===== src/hdl/scdu_pkg.sv =====
/*
 Constants for the duplex serial channel: register offsets, field positions,
 reset values, modes and engine states.
 Assumes a Wishbone slave with 32-bit data and byte addresses.
*/
// How it works
// - Full duplex clocked operation runs only while mode control register 1 bit 6 is set.
// - Clock output single buffer: a send write starts clock, shifts 8 in and out.
// - Next clocked frame waits for receive read and send write, either order.
// - Double buffered output: received byte moves to buffer 2; frame start moves send data.
// - Output clock stays stopped while send buffer empty or receive buffer full.
// - Clock input single send buffer: shift on external clock, interrupts at completion.
// - Clock input double buffered: next external clock sends buffer 1, receives simultaneously.
// - Overrun flagged when receive buffer 2 is unread at a frame's last bit.
// - Underrun flagged, with double buffering on, when send buffer 2 is empty as a new external frame starts.
// - Mode select 01 gives the 7-bit asynchronous transceiver.
// - Seven and eight bit modes add and check parity, even or odd selectable.
// - Asynchronous stop length follows the stop length select bit.
// - Mode select 10 gives the 8-bit asynchronous transceiver.
// - Mode select 11 gives the 9-bit asynchronous transceiver.
// - Ninth bit sent from mode control register 0 bit 7, received into control bit 7.
// - With wake filter on, only frames with ninth bit one are accepted.
// - On underrun the bit counter still runs and an all-ones byte is sent.
package scdu_pkg;
   localparam logic [7:0] A_DATA = 8'h00;
   localparam logic [7:0] A_MOD0 = 8'h04;
   localparam logic [7:0] A_MOD1 = 8'h08;
   localparam logic [7:0] A_MOD2 = 8'h0C;
   localparam logic [7:0] A_CR = 8'h10;
   localparam logic [7:0] A_BRG = 8'h14;
   localparam logic [7:0] A_EN = 8'h18;
   localparam int B_TX9 = 7;
   localparam int B_RXE = 5;
   localparam int B_WAKE = 4;
   localparam int B_SM = 2;
   localparam int B_DUPLEX = 6;
   localparam int B_OPEN_DRAIN = 1;
   localparam int B_CKO = 0;
   localparam int B_STOP2 = 4;
   localparam int B_DBL_BUF = 2;
   localparam int B_EVEN = 5;
   localparam int B_PAR_ON = 4;
   localparam int B_CHAN_EN = 0;
   localparam logic [7:0] R_MOD = 8'h00;
   localparam logic [15:0] R_BRG = 16'h0010;
   localparam logic [7:0] DUMMY = 8'hFF;
   typedef enum logic [1:0] {
      SM_CLK = 2'b00, SM_U7 = 2'b01, SM_U8 = 2'b10, SM_U9 = 2'b11
   } scdu_mode_t;
   typedef enum logic [1:0] {
      ST_IDLE = 2'b00, ST_ASYNC = 2'b01, ST_CKOUT = 2'b10, ST_CKIN = 2'b11
   } scdu_st_t;
endpackage : scdu_pkg


===== src/hdl/scdu_top.sv =====
/*
 Duplex serial channel: full-duplex clocked mode and 7/8/9-bit asynchronous
 modes behind a classic Wishbone slave.
 Assumes i_rxd and i_sclk are asynchronous pins; bus on i_mclk.
*/
`timescale 1ns/1ps
module scdu_top import scdu_pkg::*; #(
   parameter logic [15:0] BRG_RST = R_BRG
) (
   input wire logic i_mclk,
   input wire logic i_rst_n,
   input wire logic i_ce,
   input wire logic i_wb_cyc,
   input wire logic i_wb_stb,
   input wire logic i_wb_we,
   input wire logic [7:0] i_wb_adr,
   input wire logic [3:0] i_wb_sel,
   input wire logic [31:0] i_wb_dat,
   output logic [31:0] o_wb_dat,
   output logic o_wb_ack,
   input wire logic i_rxd,
   input wire logic i_sclk,
   output logic o_txd,
   output logic o_txd_oe,
   output logic o_sclk,
   output logic o_sclk_oe,
   output logic o_tx_irq,
   output logic o_rx_irq
);
   logic en_q, stop2_q, dbl_buf_q, even_q, par_on_q;
   logic [7:0] mod0_q, mod1_q, tb2_q, rb2_q, ck_rx_q;
   logic [15:0] brg_q, tmr_q, rx_tmr_q;
   logic tb2_full_q, rb2_full_q, rx_ninth_q, ovr_q, perr_q, ferr_q, und_q;
   logic [2:0] rxd_s, sck_s;
   scdu_st_t st_q;
   logic [11:0] tx_sh_q, tx_frame, rx_sh_q;
   logic [3:0] bits_q, dlen, tx_len, rx_last, rx_idx_q;
   logic sclk_q, ck_done_q, rx_act_q, as_done_q;
   logic acc, wr, wr_on, rd, wr_data, rd_data, rd_cr;
   logic clocked, async, ext, extbit, tick, as_go, co_go, ci_go, take;
   logic sck_fall, sck_rise, rx_fall, as_x, as_stop, as_par, wake_drop, put;
   logic [7:0] txd8, as_d, put_d;
   logic [31:0] rdat;
   scdu_mode_t sm;

   // Bus decode; one access per request, answered next cycle
   assign acc = i_ce & i_wb_cyc & i_wb_stb & ~o_wb_ack;
   assign wr = acc & i_wb_we & i_wb_sel[0];
   assign wr_on = wr & en_q; // Disabled channel keeps its settings
   assign rd = acc & ~i_wb_we;
   assign wr_data = wr_on & (i_wb_adr == A_DATA);
   assign rd_data = rd & (i_wb_adr == A_DATA);
   assign rd_cr = rd & (i_wb_adr == A_CR);

   // Mode decode
   assign sm = scdu_mode_t'(mod0_q[B_SM+:2]);
   assign clocked = en_q & (sm == SM_CLK) & mod1_q[B_DUPLEX];
   assign async = en_q & (sm != SM_CLK);
   assign dlen = (sm == SM_U7) ? 4'h7 : 4'h8;
   assign ext = par_on_q | (sm == SM_U9);
   assign sck_fall = sck_s[2] & ~sck_s[1];
   assign sck_rise = ~sck_s[2] & sck_s[1];
   assign rx_fall = rxd_s[2] & ~rxd_s[1];
   assign tick = (tmr_q == 16'h0000);

   // Transmit frame: start, data LSB first, parity or ninth bit, stops
   assign txd8 = (sm == SM_U7) ? {1'b0, tb2_q[6:0]} : tb2_q;
   assign extbit = (sm == SM_U9) ? mod0_q[B_TX9] : (even_q ? ^txd8 : ~^txd8);
   assign tx_len = 4'(dlen + {3'b000, ext} + 4'h2 + {3'b000, stop2_q});
   always_comb begin
      tx_frame = 12'hFFF;
      tx_frame[0] = 1'b0;
      for (int i = 0; i < 8; i++) begin
         if (4'(i) < dlen) begin
            tx_frame[i+1] = tb2_q[i];
         end
      end
      if (ext) begin
         tx_frame[4'(dlen + 4'h1)] = extbit;
      end
   end

   // Frame starts; output clock waits for send data and an empty receive slot
   assign as_go = (st_q == ST_IDLE) & async & tb2_full_q;
   assign co_go = (st_q == ST_IDLE) & clocked & mod1_q[B_CKO] & tb2_full_q
                  & ~rb2_full_q;
   assign ci_go = (st_q == ST_IDLE) & clocked & ~mod1_q[B_CKO] & sck_fall;
   assign take = as_go | co_go | (ci_go & tb2_full_q);

   // Configuration registers
   always_ff @(posedge i_mclk) begin
      if (!i_rst_n) begin
         en_q <= 1'b0;
         mod0_q <= R_MOD;
         mod1_q <= R_MOD;
         stop2_q <= 1'b0;
         dbl_buf_q <= 1'b0;
         even_q <= 1'b0;
         par_on_q <= 1'b0;
         brg_q <= BRG_RST;
      end else if (i_ce) begin
         if (wr && i_wb_adr == A_EN) begin
            en_q <= i_wb_dat[B_CHAN_EN];
         end
         if (wr_on) begin
            case (i_wb_adr)
               A_MOD0: mod0_q <= i_wb_dat[7:0];
               A_MOD1: mod1_q <= i_wb_dat[7:0];
               A_MOD2: begin
                  stop2_q <= i_wb_dat[B_STOP2];
                  dbl_buf_q <= i_wb_dat[B_DBL_BUF];
               end
               A_CR: begin
                  even_q <= i_wb_dat[B_EVEN];
                  par_on_q <= i_wb_dat[B_PAR_ON];
               end
               A_BRG: brg_q <= i_wb_dat[15:0];
               default: ;
            endcase
         end
      end
   end

   // Read mux; unmapped offsets read zero
   always_comb begin
      rdat = 32'h0000_0000;
      case (i_wb_adr)
         A_DATA: rdat[7:0] = rb2_q;
         A_MOD0: rdat[7:0] = mod0_q;
         A_MOD1: rdat[7:0] = mod1_q;
         A_MOD2: rdat[7:0] = {~tb2_full_q, rb2_full_q, 1'b0, stop2_q, 1'b0, dbl_buf_q, 2'b00};
         A_CR: rdat[7:0] = {rx_ninth_q, 1'b0, even_q, par_on_q, ovr_q, perr_q, ferr_q, und_q};
         A_BRG: rdat[15:0] = brg_q;
         A_EN: rdat[0] = en_q;
         default: ;
      endcase
   end

   // Bus answer: ack one cycle after the request, dropped the cycle after
   always_ff @(posedge i_mclk) begin
      if (!i_rst_n) begin
         o_wb_ack <= 1'b0;
         o_wb_dat <= 32'h0000_0000;
      end else if (i_ce) begin
         o_wb_ack <= acc;
         if (rd) begin
            o_wb_dat <= rdat;
         end
      end
   end

   // Pin synchronisers; only the second and third stages are looked at
   always_ff @(posedge i_mclk) begin
      if (!i_rst_n) begin
         rxd_s <= 3'h7;
         sck_s <= 3'h7;
      end else if (i_ce) begin
         rxd_s <= {rxd_s[1:0], i_rxd};
         sck_s <= {sck_s[1:0], i_sclk};
      end
   end

   // Send buffer 2; a write in the same cycle as a take survives
   always_ff @(posedge i_mclk) begin
      if (!i_rst_n) begin
         tb2_q <= 8'h00;
         tb2_full_q <= 1'b0;
      end else if (i_ce) begin
         if (wr_data) begin
            tb2_q <= i_wb_dat[7:0];
            tb2_full_q <= 1'b1;
         end else if (take) begin
            tb2_full_q <= 1'b0;
         end
      end
   end

   // Transmit and clocked-mode engine
   always_ff @(posedge i_mclk) begin
      if (!i_rst_n) begin
         st_q <= ST_IDLE;
         tx_sh_q <= 12'hFFF;
         bits_q <= 4'h0;
         tmr_q <= 16'h0000;
         sclk_q <= 1'b1;
         ck_rx_q <= 8'h00;
         ck_done_q <= 1'b0;
         o_tx_irq <= 1'b0;
      end else if (i_ce) begin
         ck_done_q <= 1'b0;
         o_tx_irq <= 1'b0;
         if (!tick) begin
            tmr_q <= 16'(tmr_q - 16'h0001);
         end
         case (st_q)
            ST_IDLE: begin
               sclk_q <= 1'b1;
               if (as_go) begin
                  tx_sh_q <= tx_frame;
                  bits_q <= tx_len;
                  tmr_q <= 16'(brg_q - 16'h0001);
                  st_q <= ST_ASYNC;
               end else if (co_go) begin
                  tx_sh_q <= {4'hF, tb2_q};
                  bits_q <= 4'h8;
                  tmr_q <= 16'(brg_q - 16'h0001);
                  sclk_q <= 1'b0;
                  st_q <= ST_CKOUT;
               end else if (ci_go) begin
                  // Empty buffer sends all ones and still counts bits
                  tx_sh_q <= {4'hF, tb2_full_q ? tb2_q : DUMMY};
                  bits_q <= 4'h8;
                  st_q <= ST_CKIN;
               end
            end
            ST_ASYNC: begin
               if (tick) begin
                  tx_sh_q <= {1'b1, tx_sh_q[11:1]};
                  tmr_q <= 16'(brg_q - 16'h0001);
                  bits_q <= 4'(bits_q - 4'h1);
                  if (bits_q == 4'h1) begin
                     o_tx_irq <= 1'b1;
                     st_q <= ST_IDLE;
                  end
               end
            end
            ST_CKOUT: begin
               if (tick) begin
                  tmr_q <= 16'(brg_q - 16'h0001);
                  if (!sclk_q) begin
                     sclk_q <= 1'b1; // Sample on the rising edge
                     ck_rx_q <= {rxd_s[1], ck_rx_q[7:1]};
                     bits_q <= 4'(bits_q - 4'h1);
                  end else if (bits_q == 4'h0) begin
                     ck_done_q <= 1'b1;
                     o_tx_irq <= 1'b1;
                     st_q <= ST_IDLE; // Clock stops here
                  end else begin
                     sclk_q <= 1'b0;
                     tx_sh_q <= {1'b1, tx_sh_q[11:1]};
                  end
               end
            end
            ST_CKIN: begin
               if (sck_rise) begin
                  ck_rx_q <= {rxd_s[1], ck_rx_q[7:1]};
                  bits_q <= 4'(bits_q - 4'h1);
                  if (bits_q == 4'h1) begin
                     ck_done_q <= 1'b1;
                     o_tx_irq <= 1'b1;
                     st_q <= ST_IDLE;
                  end
               end else if (sck_fall) begin
                  tx_sh_q <= {1'b1, tx_sh_q[11:1]};
               end
            end
            default: st_q <= ST_IDLE;
         endcase
      end
   end

   // Asynchronous receiver: mid-bit sampling, bits stored by index
   assign rx_last = 4'(dlen + {3'b000, ext} + 4'h1);
   always_ff @(posedge i_mclk) begin
      if (!i_rst_n) begin
         rx_act_q <= 1'b0;
         rx_idx_q <= 4'h0;
         rx_tmr_q <= 16'h0000;
         rx_sh_q <= 12'hFFF;
         as_done_q <= 1'b0;
      end else if (i_ce) begin
         as_done_q <= 1'b0;
         if (!rx_act_q) begin
            if (async && mod0_q[B_RXE] && rx_fall) begin
               rx_act_q <= 1'b1;
               rx_idx_q <= 4'h0;
               rx_tmr_q <= {1'b0, brg_q[15:1]};
            end
         end else if (rx_tmr_q == 16'h0000) begin
            rx_tmr_q <= 16'(brg_q - 16'h0001);
            rx_sh_q[rx_idx_q] <= rxd_s[1];
            rx_idx_q <= 4'(rx_idx_q + 4'h1);
            if (rx_idx_q == 4'h0 && rxd_s[1]) begin
               rx_act_q <= 1'b0; // Start bit was a glitch
            end else if (rx_idx_q == rx_last) begin
               rx_act_q <= 1'b0;
               as_done_q <= 1'b1;
            end
         end else begin
            rx_tmr_q <= 16'(rx_tmr_q - 16'h0001);
         end
      end
   end

   // Received frame decode and wake-up filter
   assign as_d = (sm == SM_U7) ? {1'b0, rx_sh_q[7:1]} : rx_sh_q[8:1];
   assign as_x = rx_sh_q[4'(dlen + 4'h1)];
   assign as_stop = rx_sh_q[rx_last];
   assign as_par = even_q ? ^as_d : ~^as_d;
   assign wake_drop = (sm == SM_U9) & mod0_q[B_WAKE] & ~as_x;
   assign put = ck_done_q | (as_done_q & ~wake_drop);
   assign put_d = ck_done_q ? ck_rx_q : as_d;

   // Receive buffer 2 and error flags; a set beats a same-cycle clear
   always_ff @(posedge i_mclk) begin
      if (!i_rst_n) begin
         rb2_q <= 8'h00;
         rb2_full_q <= 1'b0;
         rx_ninth_q <= 1'b0;
         ovr_q <= 1'b0;
         perr_q <= 1'b0;
         ferr_q <= 1'b0;
         und_q <= 1'b0;
         o_rx_irq <= 1'b0;
      end else if (i_ce) begin
         o_rx_irq <= 1'b0;
         if (put && !rb2_full_q) begin
            rb2_q <= put_d;
            rb2_full_q <= 1'b1;
            o_rx_irq <= 1'b1;
            if (as_done_q && sm == SM_U9) begin
               rx_ninth_q <= as_x;
            end
         end else if (rd_data) begin
            rb2_full_q <= 1'b0;
         end
         if (put && rb2_full_q) begin
            ovr_q <= 1'b1;
         end else if (rd_cr) begin
            ovr_q <= 1'b0;
         end
         if (as_done_q && !wake_drop && par_on_q && sm != SM_U9 && as_x != as_par) begin
            perr_q <= 1'b1;
         end else if (rd_cr) begin
            perr_q <= 1'b0;
         end
         if (as_done_q && !wake_drop && !as_stop) begin
            ferr_q <= 1'b1;
         end else if (rd_cr) begin
            ferr_q <= 1'b0;
         end
         if (ci_go && !tb2_full_q && dbl_buf_q) begin
            und_q <= 1'b1;
         end else if (rd_cr) begin
            und_q <= 1'b0;
         end
      end
   end

   // Pin drivers; open-drain releases the line for a one
   always_ff @(posedge i_mclk) begin
      if (!i_rst_n) begin
         o_txd <= 1'b1;
         o_txd_oe <= 1'b0;
         o_sclk <= 1'b1;
         o_sclk_oe <= 1'b0;
      end else if (i_ce) begin
         o_txd <= (st_q == ST_IDLE) | tx_sh_q[0];
         o_txd_oe <= en_q & (~mod1_q[B_OPEN_DRAIN] | ((st_q != ST_IDLE) & ~tx_sh_q[0]));
         o_sclk <= sclk_q;
         o_sclk_oe <= clocked & mod1_q[B_CKO];
      end
   end
endmodule : scdu_top


===== config.mk =====
export PLATFORM = sky130hd
export DESIGN_NAME = scdu_top
export DESIGN_NICKNAME = d
export VERILOG_FILES = /design/src/hdl/scdu_pkg.sv /design/src/hdl/scdu_top.sv
export SDC_FILE = /design/constraint.sdc
export NUM_CORES = 1
export LEC_CHECK = 0
export BUFFER_PORTS_ARGS = -buffer_cell sky130_fd_sc_hd__buf_2
export CAP_MARGIN = 10
export CORE_ASPECT_RATIO = 1.25
export CORE_MARGIN = 10
export CORE_UTILIZATION = 50
export DETAILED_ROUTE_END_ITERATION = 10
export GPL_ROUTABILITY_DRIVEN = 0
export HOLD_SLACK_MARGIN = 0.1
export PLACE_DENSITY = 0.72
export SLEW_MARGIN = 40
export SYNTH_ARGS = -nofsm -noshare
export SYNTH_HDL_FRONTEND = slang
export SYNTH_SLANG_ARGS = --single-unit

===== constraint.sdc =====
create_clock -name i_mclk -period 3.59 [get_ports i_mclk]
set_input_delay 0.8975 -clock i_mclk [delete_from_list [all_inputs] [get_ports i_mclk]]
set_output_delay 0.8975 -clock i_mclk [all_outputs]
set_load 0.03 [all_outputs]

==> results of run 1 <==
==> power by group <==
group	internal (mW)	switching [mW]	total, mW
Clock	1.12	0.820	1.94
Combinational	0.194	0.305	0.499
Sequential	1.87	0.0543	1.92
==> path summary, 6_finish.rpt <==
| path | from | endpoint | slack, ns |
|---|---|---|---|
| max | rx_tmr_q[6] | rx_tmr_q[13] | 0.78 |
| max reg2reg | rx_tmr_q[6] | rx_tmr_q[13] | 0.78 |
| min | o_wb_dat[13] | o_wb_dat[13] | 0.46 |
| min reg2reg | o_wb_dat[13] | o_wb_dat[13] | 0.46 |
==> routing by layer <==
layer / part of all wire / up-vias / track usage
met1: 0.41 / 3723 / 0.230
met5: 0 / - / 0
met4: 0.049 / 0 / 0.109
met3: 0.053 / 60 / 0.0450
li1: - / 3846 / -
met2: 0.49 / 240 / 0.337
==> critical path: cells and delay by family (launching register included) <==
family / cells / cell delay [ns]
and+or+nand+nor: 4 / 2.06
DFF: 1 / 0.37
AOI/OAI and AO/OA: 2 / 0.27
==> layout make-up <==
class,instances,area (um2),area share
flip-flops and latches,164,3280,0.320
well taps,228,285,0.0278
repair buffers,78,460,0.0448
multi-input cells,801,5520,0.538
clock buffers,17,425,0.0414
inverters,27,101,0.00987
clock inverters,15,193,0.0188
==> kinds of logic after synthesis <==
kind of cell    count (synthesis)  share of synthesized area
simple gates                  380                      0.228
fa+ha+maj                      21                     0.0285
other cells                     1                   0.000407
buf+inv                       107                     0.0526
xor+xnor                       45                     0.0458
mux                            98                      0.111
compound gates                241                      0.177
flops                         164                      0.356
==> registers in the layout (all words and copies together), names as in the netlist, 10 cells and up <==
register  flops
brg_q        16
o_wb_dat     16
rx_sh_q      11
rx_tmr_q     16
tmr_q        16
tx_sh_q      10
==> cell usage in the layout, fill, tap and decap left out, types with 12 or more instances in the layout <==
cell                        instances
sky130_fd_sc_hd__nand3_1           37
sky130_fd_sc_hd__mux2i_1           83
sky130_fd_sc_hd__o211a_1           13
sky130_fd_sc_hd__ha_1              21
sky130_fd_sc_hd__nand2b_1          15
sky130_fd_sc_hd__o211ai_1          22
sky130_fd_sc_hd__xnor2_1           26
sky130_fd_sc_hd__nor4_1            12
sky130_fd_sc_hd__a22oi_1           18
sky130_fd_sc_hd__a31oi_1           12
sky130_fd_sc_hd__nand2_1          108
sky130_fd_sc_hd__xor2_1            17
sky130_fd_sc_hd__buf_2             55
sky130_fd_sc_hd__a21oi_1           34
sky130_fd_sc_hd__o21ai_0           62
sky130_fd_sc_hd__nor2_1            36
sky130_fd_sc_hd__nor3_1            26
sky130_fd_sc_hd__inv_1             27
sky130_fd_sc_hd__buf_4             22
sky130_fd_sc_hd__clkbuf_16         17
sky130_fd_sc_hd__a21boi_0          23
sky130_fd_sc_hd__mux2_2            13
sky130_fd_sc_hd__conb_1            16
sky130_fd_sc_hd__nor2b_1           71
sky130_fd_sc_hd__dfxtp_1          164
==> summary.md, run 1 <==
| Metric | Value |
|---|---|
| Wire length per cell after detailed routing | `18.5 um` |
| Area contributors post-synth | `sky130_fd_sc_hd__dfxtp_1, sky130_fd_sc_hd__mux2i_1, sky130_fd_sc_hd__nor2b_1, sky130_fd_sc_hd__nand2_1, sky130_fd_sc_hd__o21ai_0` |
| Global-route usage over all layers | `0.200` |
| Post-placement cell area | `9640 um2` |
| Crit Path Category | `flop to flop` |
| Post-Place Cells | `1,297` |
| Buffers from clock root to sink, at most | `2` |
| Power per unit of standard cell area | `424 nW/um2` |
| Crit path required time | `3.90 ns` |
| Drt pass-1 iters | `5` |
| Setup repair after global routing missed its margin | `no` |
| Worst setup slack after placement | `0.634 ns` |
| Headroom to the max-slew limit | `0.527` |
| Placeable core region | `18,100 um2` |
| Worst setup EP type | `flop` |
| Std-Cell Rows | `55` |
| Area share of the leading cell type in the synthesized netlist | `0.356` |
| DRC viols | `0` |
| # hold bufs at CTS | `0` |
| Worst hold-check path type | `flop to flop` |
| Core Util, Final | `0.567` |
| Filler cells | `1,623` |
| Vertical die dimension | `172 um` |
| Async set or reset register ratio after synthesis | `0` |
| Worst Setup Slack, final | `0.779 ns` |
| Buffer type at the clock tree root | `sky130_fd_sc_hd__clkbuf_16` |
| Via density per instance | `5.92` |
| Clock skew | `0.00644 ns` |
| Depth of the most critical reg-to-reg path | `6` |
| Width of the chip | `141 um` |
| Clock Sink Count | `164` |
| Maximum level of the CTS H-tree | `4` |
| Distinct cell type count of the synthesized netlist | `77` |
| Number of global-route vias before repair | `7,587` |
| Final Hold Violating Endpoints | `0` |
| Share of the cycle needed by the critical path after routing | `0.783` |
| Largest net degree at the start of global routing | `79` |
| Area of the die | `24,300 um2` |
| Setup violation total in the final timing report | `0` |
| Count of buffers inserted at the top-level ports | `55` |
| Final HPWL from detailed placement | `17,800 um` |
| EDFF count, synth | `0` |
| Post-Synthesis Cell Area | `9210 um2` |
| Number of antenna cells inserted | `0` |
| Maximum operating frequency | `356 MHz` |
| Sequential-to-total area share from yosys stat | `0.356` |
| Final-layout worst hold slack | `0.460 ns` |
| Leading cell types by count after synthesis | `sky130_fd_sc_hd__dfxtp_1, sky130_fd_sc_hd__nand2_1, sky130_fd_sc_hd__mux2i_1, sky130_fd_sc_hd__nor2b_1, sky130_fd_sc_hd__o21ai_0` |
| Share of cells above drive strength 1 | `0.137` |
| Final max-slew violation count | `0` |
| CP Data Arrival Time | `3.12 ns` |
| Post-CTS Setup Inserts | `0` |
| Crit Path Max Fanout | `17` |
| Delay of the slowest critical-path stage | `0.68 ns` |
| Status | `finished clean` |
| DRT iter0 DRCs | `614` |
| Leakage | `4.01 nW` |
| Setup TNS | `0 ns` |
| First-pass GRT wire length | `39,500 um` |
| IR drop worst, VDD | `0.000375 V` |
| Yosys warns | `0` |
| # nets final | `1,162` |
| Routed wire length | `24,600 um` |
| Layout Cell Area excl Fill | `10,300 um2` |
| Latest clock arrival within the worst-skew pair | `0.43 ns` |
| Library cell with the largest summed area after synthesis | `sky130_fd_sc_hd__dfxtp_1` |
| Number of routed nets with antenna violations | `0` |
| Most frequent cell after synthesis | `sky130_fd_sc_hd__dfxtp_1` |
| Post-CTS clock slew at the launch and capture registers of the worst setup and hold paths | `0.07 ns` |
| Cell-by-cell listing of the critical path | `nor4_2 -> nand4b_2 -> nand3b_1 -> and3_1 -> o21ai_0 -> a21boi_0` |
| Final cell count without fillers | `1,330` |
| Slowest library cell on the worst path | `sky130_fd_sc_hd__nand3b_1` |
| Worst Setup Start Kind | `flop` |
| Via total after detailed routing | `7,869` |
| Top_reg_cell synth | `sky130_fd_sc_hd__dfxtp_1` |
| Initial antenna violation count | `0` |
| Max cap viols | `0` |
| Growth of design area from synthesis to finish | `11.4%` |
| Mean post-synth cell area | `8.72 um2` |
| Number of gates resized after cts | `0` |
| Initial standard-cell utilization of the core | `0.509` |
| Total Power Consumption | `4.36 mW` |
| # IOs | `91` |
| Actual transition at the worst max-transition pin | `0.707 ns` |
| Period minus WS final | `2.81 ns` |
| TritonCTS clock tree | `done` |
| Number of buffers created by CTS | `17` |
| Hold Path Stages | `2` |
| Number of cells produced by synthesis | `1,057` |
| Register bit count reported by yosys | `164` |
| Grt total ovfl | `0` |
Note: power is estimated with default switching activity, not from simulation.
==> run 2: changes to the inputs <==
--- a/config.mk
+++ b/config.mk
@@ -13,7 +13,7 @@
 export DETAILED_ROUTE_END_ITERATION = 10
 export GPL_ROUTABILITY_DRIVEN = 0
 export HOLD_SLACK_MARGIN = 0.1
-export PLACE_DENSITY = 0.72
+export PLACE_DENSITY = 0.75
 export SLEW_MARGIN = 40
 export SYNTH_ARGS = -nofsm -noshare
 export SYNTH_HDL_FRONTEND = slang
==> constraint.sdc (replaced) <==
create_clock -name i_mclk -period 2.3 [get_ports i_mclk]
set_input_delay 0.575 -clock i_mclk [delete_from_list [all_inputs] [get_ports i_mclk]]
set_output_delay 0.575 -clock i_mclk [all_outputs]
set_load 0.03 [all_outputs]
==> run 2 against run 1 <==
Compared with the run above: the run now ends with setup timing left; highest routed layer unchanged; clock power grew 42%; critical endpoint is now tx_sh_q[8]; sequential power grew 55%; critical path type unchanged; core utilization grew 4.5 points.
==> summary.md, run 2 (synthesis results as in run 1) <==
| Metric | Value |
|---|---|
| Status | `complete, but fails checks` |
| Violated checks | `setup timing` |
| Share of the cycle needed by the critical path after routing | `1.02 (+0.234)` |
| Number of global-route vias before repair | `8,052 (+6.1%)` |
| Post-Place Cells | `1,371 (+5.7%)` |
| Clock skew | `0.0146 ns (+0.00815 ns)` |
| Area of the die | `24,300 um2 (unchanged)` |
| # hold bufs at CTS | `0 (unchanged)` |
| Growth of design area from synthesis to finish | `20.2%` |
| Actual transition at the worst max-transition pin | `0.668 ns (-0.0388 ns)` |
| Drt pass-1 iters | `5 (unchanged)` |
| Setup TNS | `-0.128 ns (-0.128 ns)` |
| Final Hold Violating Endpoints | `0 (unchanged)` |
| Crit Path Max Fanout | `5 (-12)` |
| Filler cells | `1,552 (-4.4%)` |
| # nets final | `1,241 (+6.8%)` |
| Buffer type at the clock tree root | `sky130_fd_sc_hd__clkbuf_16` |
| # IOs | `91 (unchanged)` |
| Initial standard-cell utilization of the core | `0.509 (unchanged)` |
| Via total after detailed routing | `8,302 (+5.5%)` |
| Latest clock arrival within the worst-skew pair | `0.44 ns (about the same)` |
| Final max-slew violation count | `0 (unchanged)` |
| Post-CTS clock slew at the launch and capture registers of the worst setup and hold paths | `0.07 ns (about the same)` |
| Maximum level of the CTS H-tree | `4 (unchanged)` |
| Reg-to-reg critical path endpoint | `tx_sh_q[8]` |
| Layout Cell Area excl Fill | `11,100 um2 (+7.9%)` |
| Share of cells above drive strength 1 | `0.213 (+0.0764)` |
| Routed wire length on met3 | `1220 um (-7.7%)` |
| Worst hold-check path type | `primary input to flop` |
| Global-route usage over all layers | `0.209 (+0.00987)` |
| Worst setup EP type | `flop` |
| Buffers from clock root to sink, at most | `2 (unchanged)` |
| Critical Path Start | `tmr_q[9]` |
| Sum of met2 wire segment lengths after detailed routing | `13,300 um (+9.4%)` |
| Power per unit of standard cell area | `609 nW/um2 (+44%)` |
| Maximum operating frequency | `428 MHz (+20%)` |
| Leakage | `4.47 nW (+11%)` |
| Post-placement cell area | `10,300 um2 (+6.5%)` |
| Placeable core region | `18,100 um2 (unchanged)` |
| Commonest non-fill, non-tap cell in the layout | `sky130_fd_sc_hd__dfxtp_1` |
| Grt total ovfl | `0 (unchanged)` |
| Number of antenna cells inserted | `0 (unchanged)` |
| DRC viols | `0 (unchanged)` |
| Top layer used by detailed routing | `met4` |
| Most frequent cells in the layout | `sky130_fd_sc_hd__dfxtp_1, sky130_fd_sc_hd__nand2_1, sky130_fd_sc_hd__buf_4` |
| Crit path required time | `2.60 ns (-1.30 ns)` |
| Count of buffers inserted at the top-level ports | `55 (unchanged)` |
| Routed wire length | `26,300 um (+6.8%)` |
| Met1 Wirelength | `10,400 um (+3.8%)` |
| Worst Setup Slack, final | `-0.0388 ns (-0.818 ns)` |
| Std-Cell Rows | `55 (unchanged)` |
| Vertical die dimension | `172 um (unchanged)` |
| Via density per instance | `5.89 (-0.41%)` |
| Final cell count without fillers | `1,409 (+5.9%)` |
| Setup repair after global routing missed its margin | `yes` |
| Core Util, Final | `0.612 (+0.0448)` |
| CP Data Arrival Time | `2.64 ns (-0.48 ns)` |
| Worst Setup Start Kind | `flop` |
| Wire length per cell after detailed routing | `18.7 um (+0.81%)` |
| Number of buffers created by CTS | `17 (unchanged)` |
| Width of the chip | `141 um (unchanged)` |
| TritonCTS clock tree | `done` |
| DRT iter0 DRCs | `646 (+5.2%)` |
| Clock Sink Count | `164 (unchanged)` |
| Initial antenna violation count | `0 (unchanged)` |
| Final HPWL from detailed placement | `19,200 um (+7.9%)` |
| Worst setup slack after placement | `-0.0769 ns (-0.711 ns)` |
| First-pass GRT wire length | `41,300 um (+4.6%)` |
| Origin of the critical flop-to-flop path | `tmr_q[9]` |
| Number of routed nets with antenna violations | `0 (unchanged)` |
| Reg2reg setup slack | `-0.04 ns (-0.82 ns)` |
| Setup violation total in the final timing report | `7 (+7)` |
| Max cap viols | `0 (unchanged)` |
| Period minus WS final | `2.34 ns (-0.472 ns)` |
| Capture point of the critical path | `tx_sh_q[8]` |
| Headroom to the max-slew limit | `0.554 (+0.0264)` |
| Crit Path Category | `flop to flop` |
| IR drop worst, VDD | `0.000491 V (+31%)` |
| Depth of the most critical reg-to-reg path | `8 (+2)` |
| Largest net degree at the start of global routing | `66 (-16%)` |
run 2: metal layers:
layer	global-route usage	vias to the layer above
met2	0.360	268
met5	0	-
met4	0.132	0
li1	-	3997
met3	0.0372	97
met1	0.235	3940
run 2: how the worst min path moves through the flow:
stage / startpoint / cells after the start / slack [ns] / end
floorplan: rx_sh_q[10] / 2 / 0.44 / rx_sh_q[10]
global placement: o_wb_dat[14] / 2 / 0.45 / o_wb_dat[14]
finish: i_rxd / 3 / 0.36 / rxd_s[0]
detailed placement: o_wb_dat[8] / 2 / 0.45 / o_wb_dat[8]
global route: i_rxd / 3 / 0.38 / rxd_s[0]
CTS: i_rxd / 3 / 0.36 / rxd_s[0]
run 2: stage by stage:
| step | total power, mW | hold slack, ns |
|---|---|---|
| after floorplan | 3.65 | 0.439 |
| after global placement | 3.93 | 0.447 |
| after detailed placement | 3.95 | 0.454 |
| after CTS | 6.69 | 0.356 |
| after global routing | 6.99 | 0.376 |
| final | 6.75 | 0.357 |
run 2: power breakdown:
group | internal (mW) | leakage, nW | total, mW | switching, mW
Sequential | 2.91 | 1.33 | 2.98 | 0.0631
Clock | 1.43 | 0.277 | 2.76 | 1.33
Combinational | 0.445 | 2.86 | 1.01 | 0.566
Total | 4.79 | 4.47 | 6.75 | 1.96
run 2: cell type report:
type,instances,area [um2],share of cell area
multi-input cells,801,5660,0.511
flip-flops and latches,164,3290,0.297
repair buffers,157,1180,0.106
clock buffers,17,425,0.0384
well taps,228,285,0.0257
clock inverters,15,141,0.0128
inverters,27,101,0.00915
run 2: worst max-delay path, cell delays in order (launching register included):
cell                       delay (ns)
sky130_fd_sc_hd__dfxtp_1         0.31
sky130_fd_sc_hd__or4_4           0.58
sky130_fd_sc_hd__nor4_4          0.27
sky130_fd_sc_hd__buf_4           0.20
sky130_fd_sc_hd__a31oi_2         0.10
sky130_fd_sc_hd__a211o_4         0.41
sky130_fd_sc_hd__buf_12          0.16
sky130_fd_sc_hd__nand2_2         0.08
sky130_fd_sc_hd__o311ai_4        0.10
run 2: what timing repair did:
item / CTS / global route
pin swaps: 4 / 8
buffers inserted: 2 / 1
gates resized for setup: 5 / 31
gates cloned: 0 / 3
endpoints found under the setup margin: 10 / 39
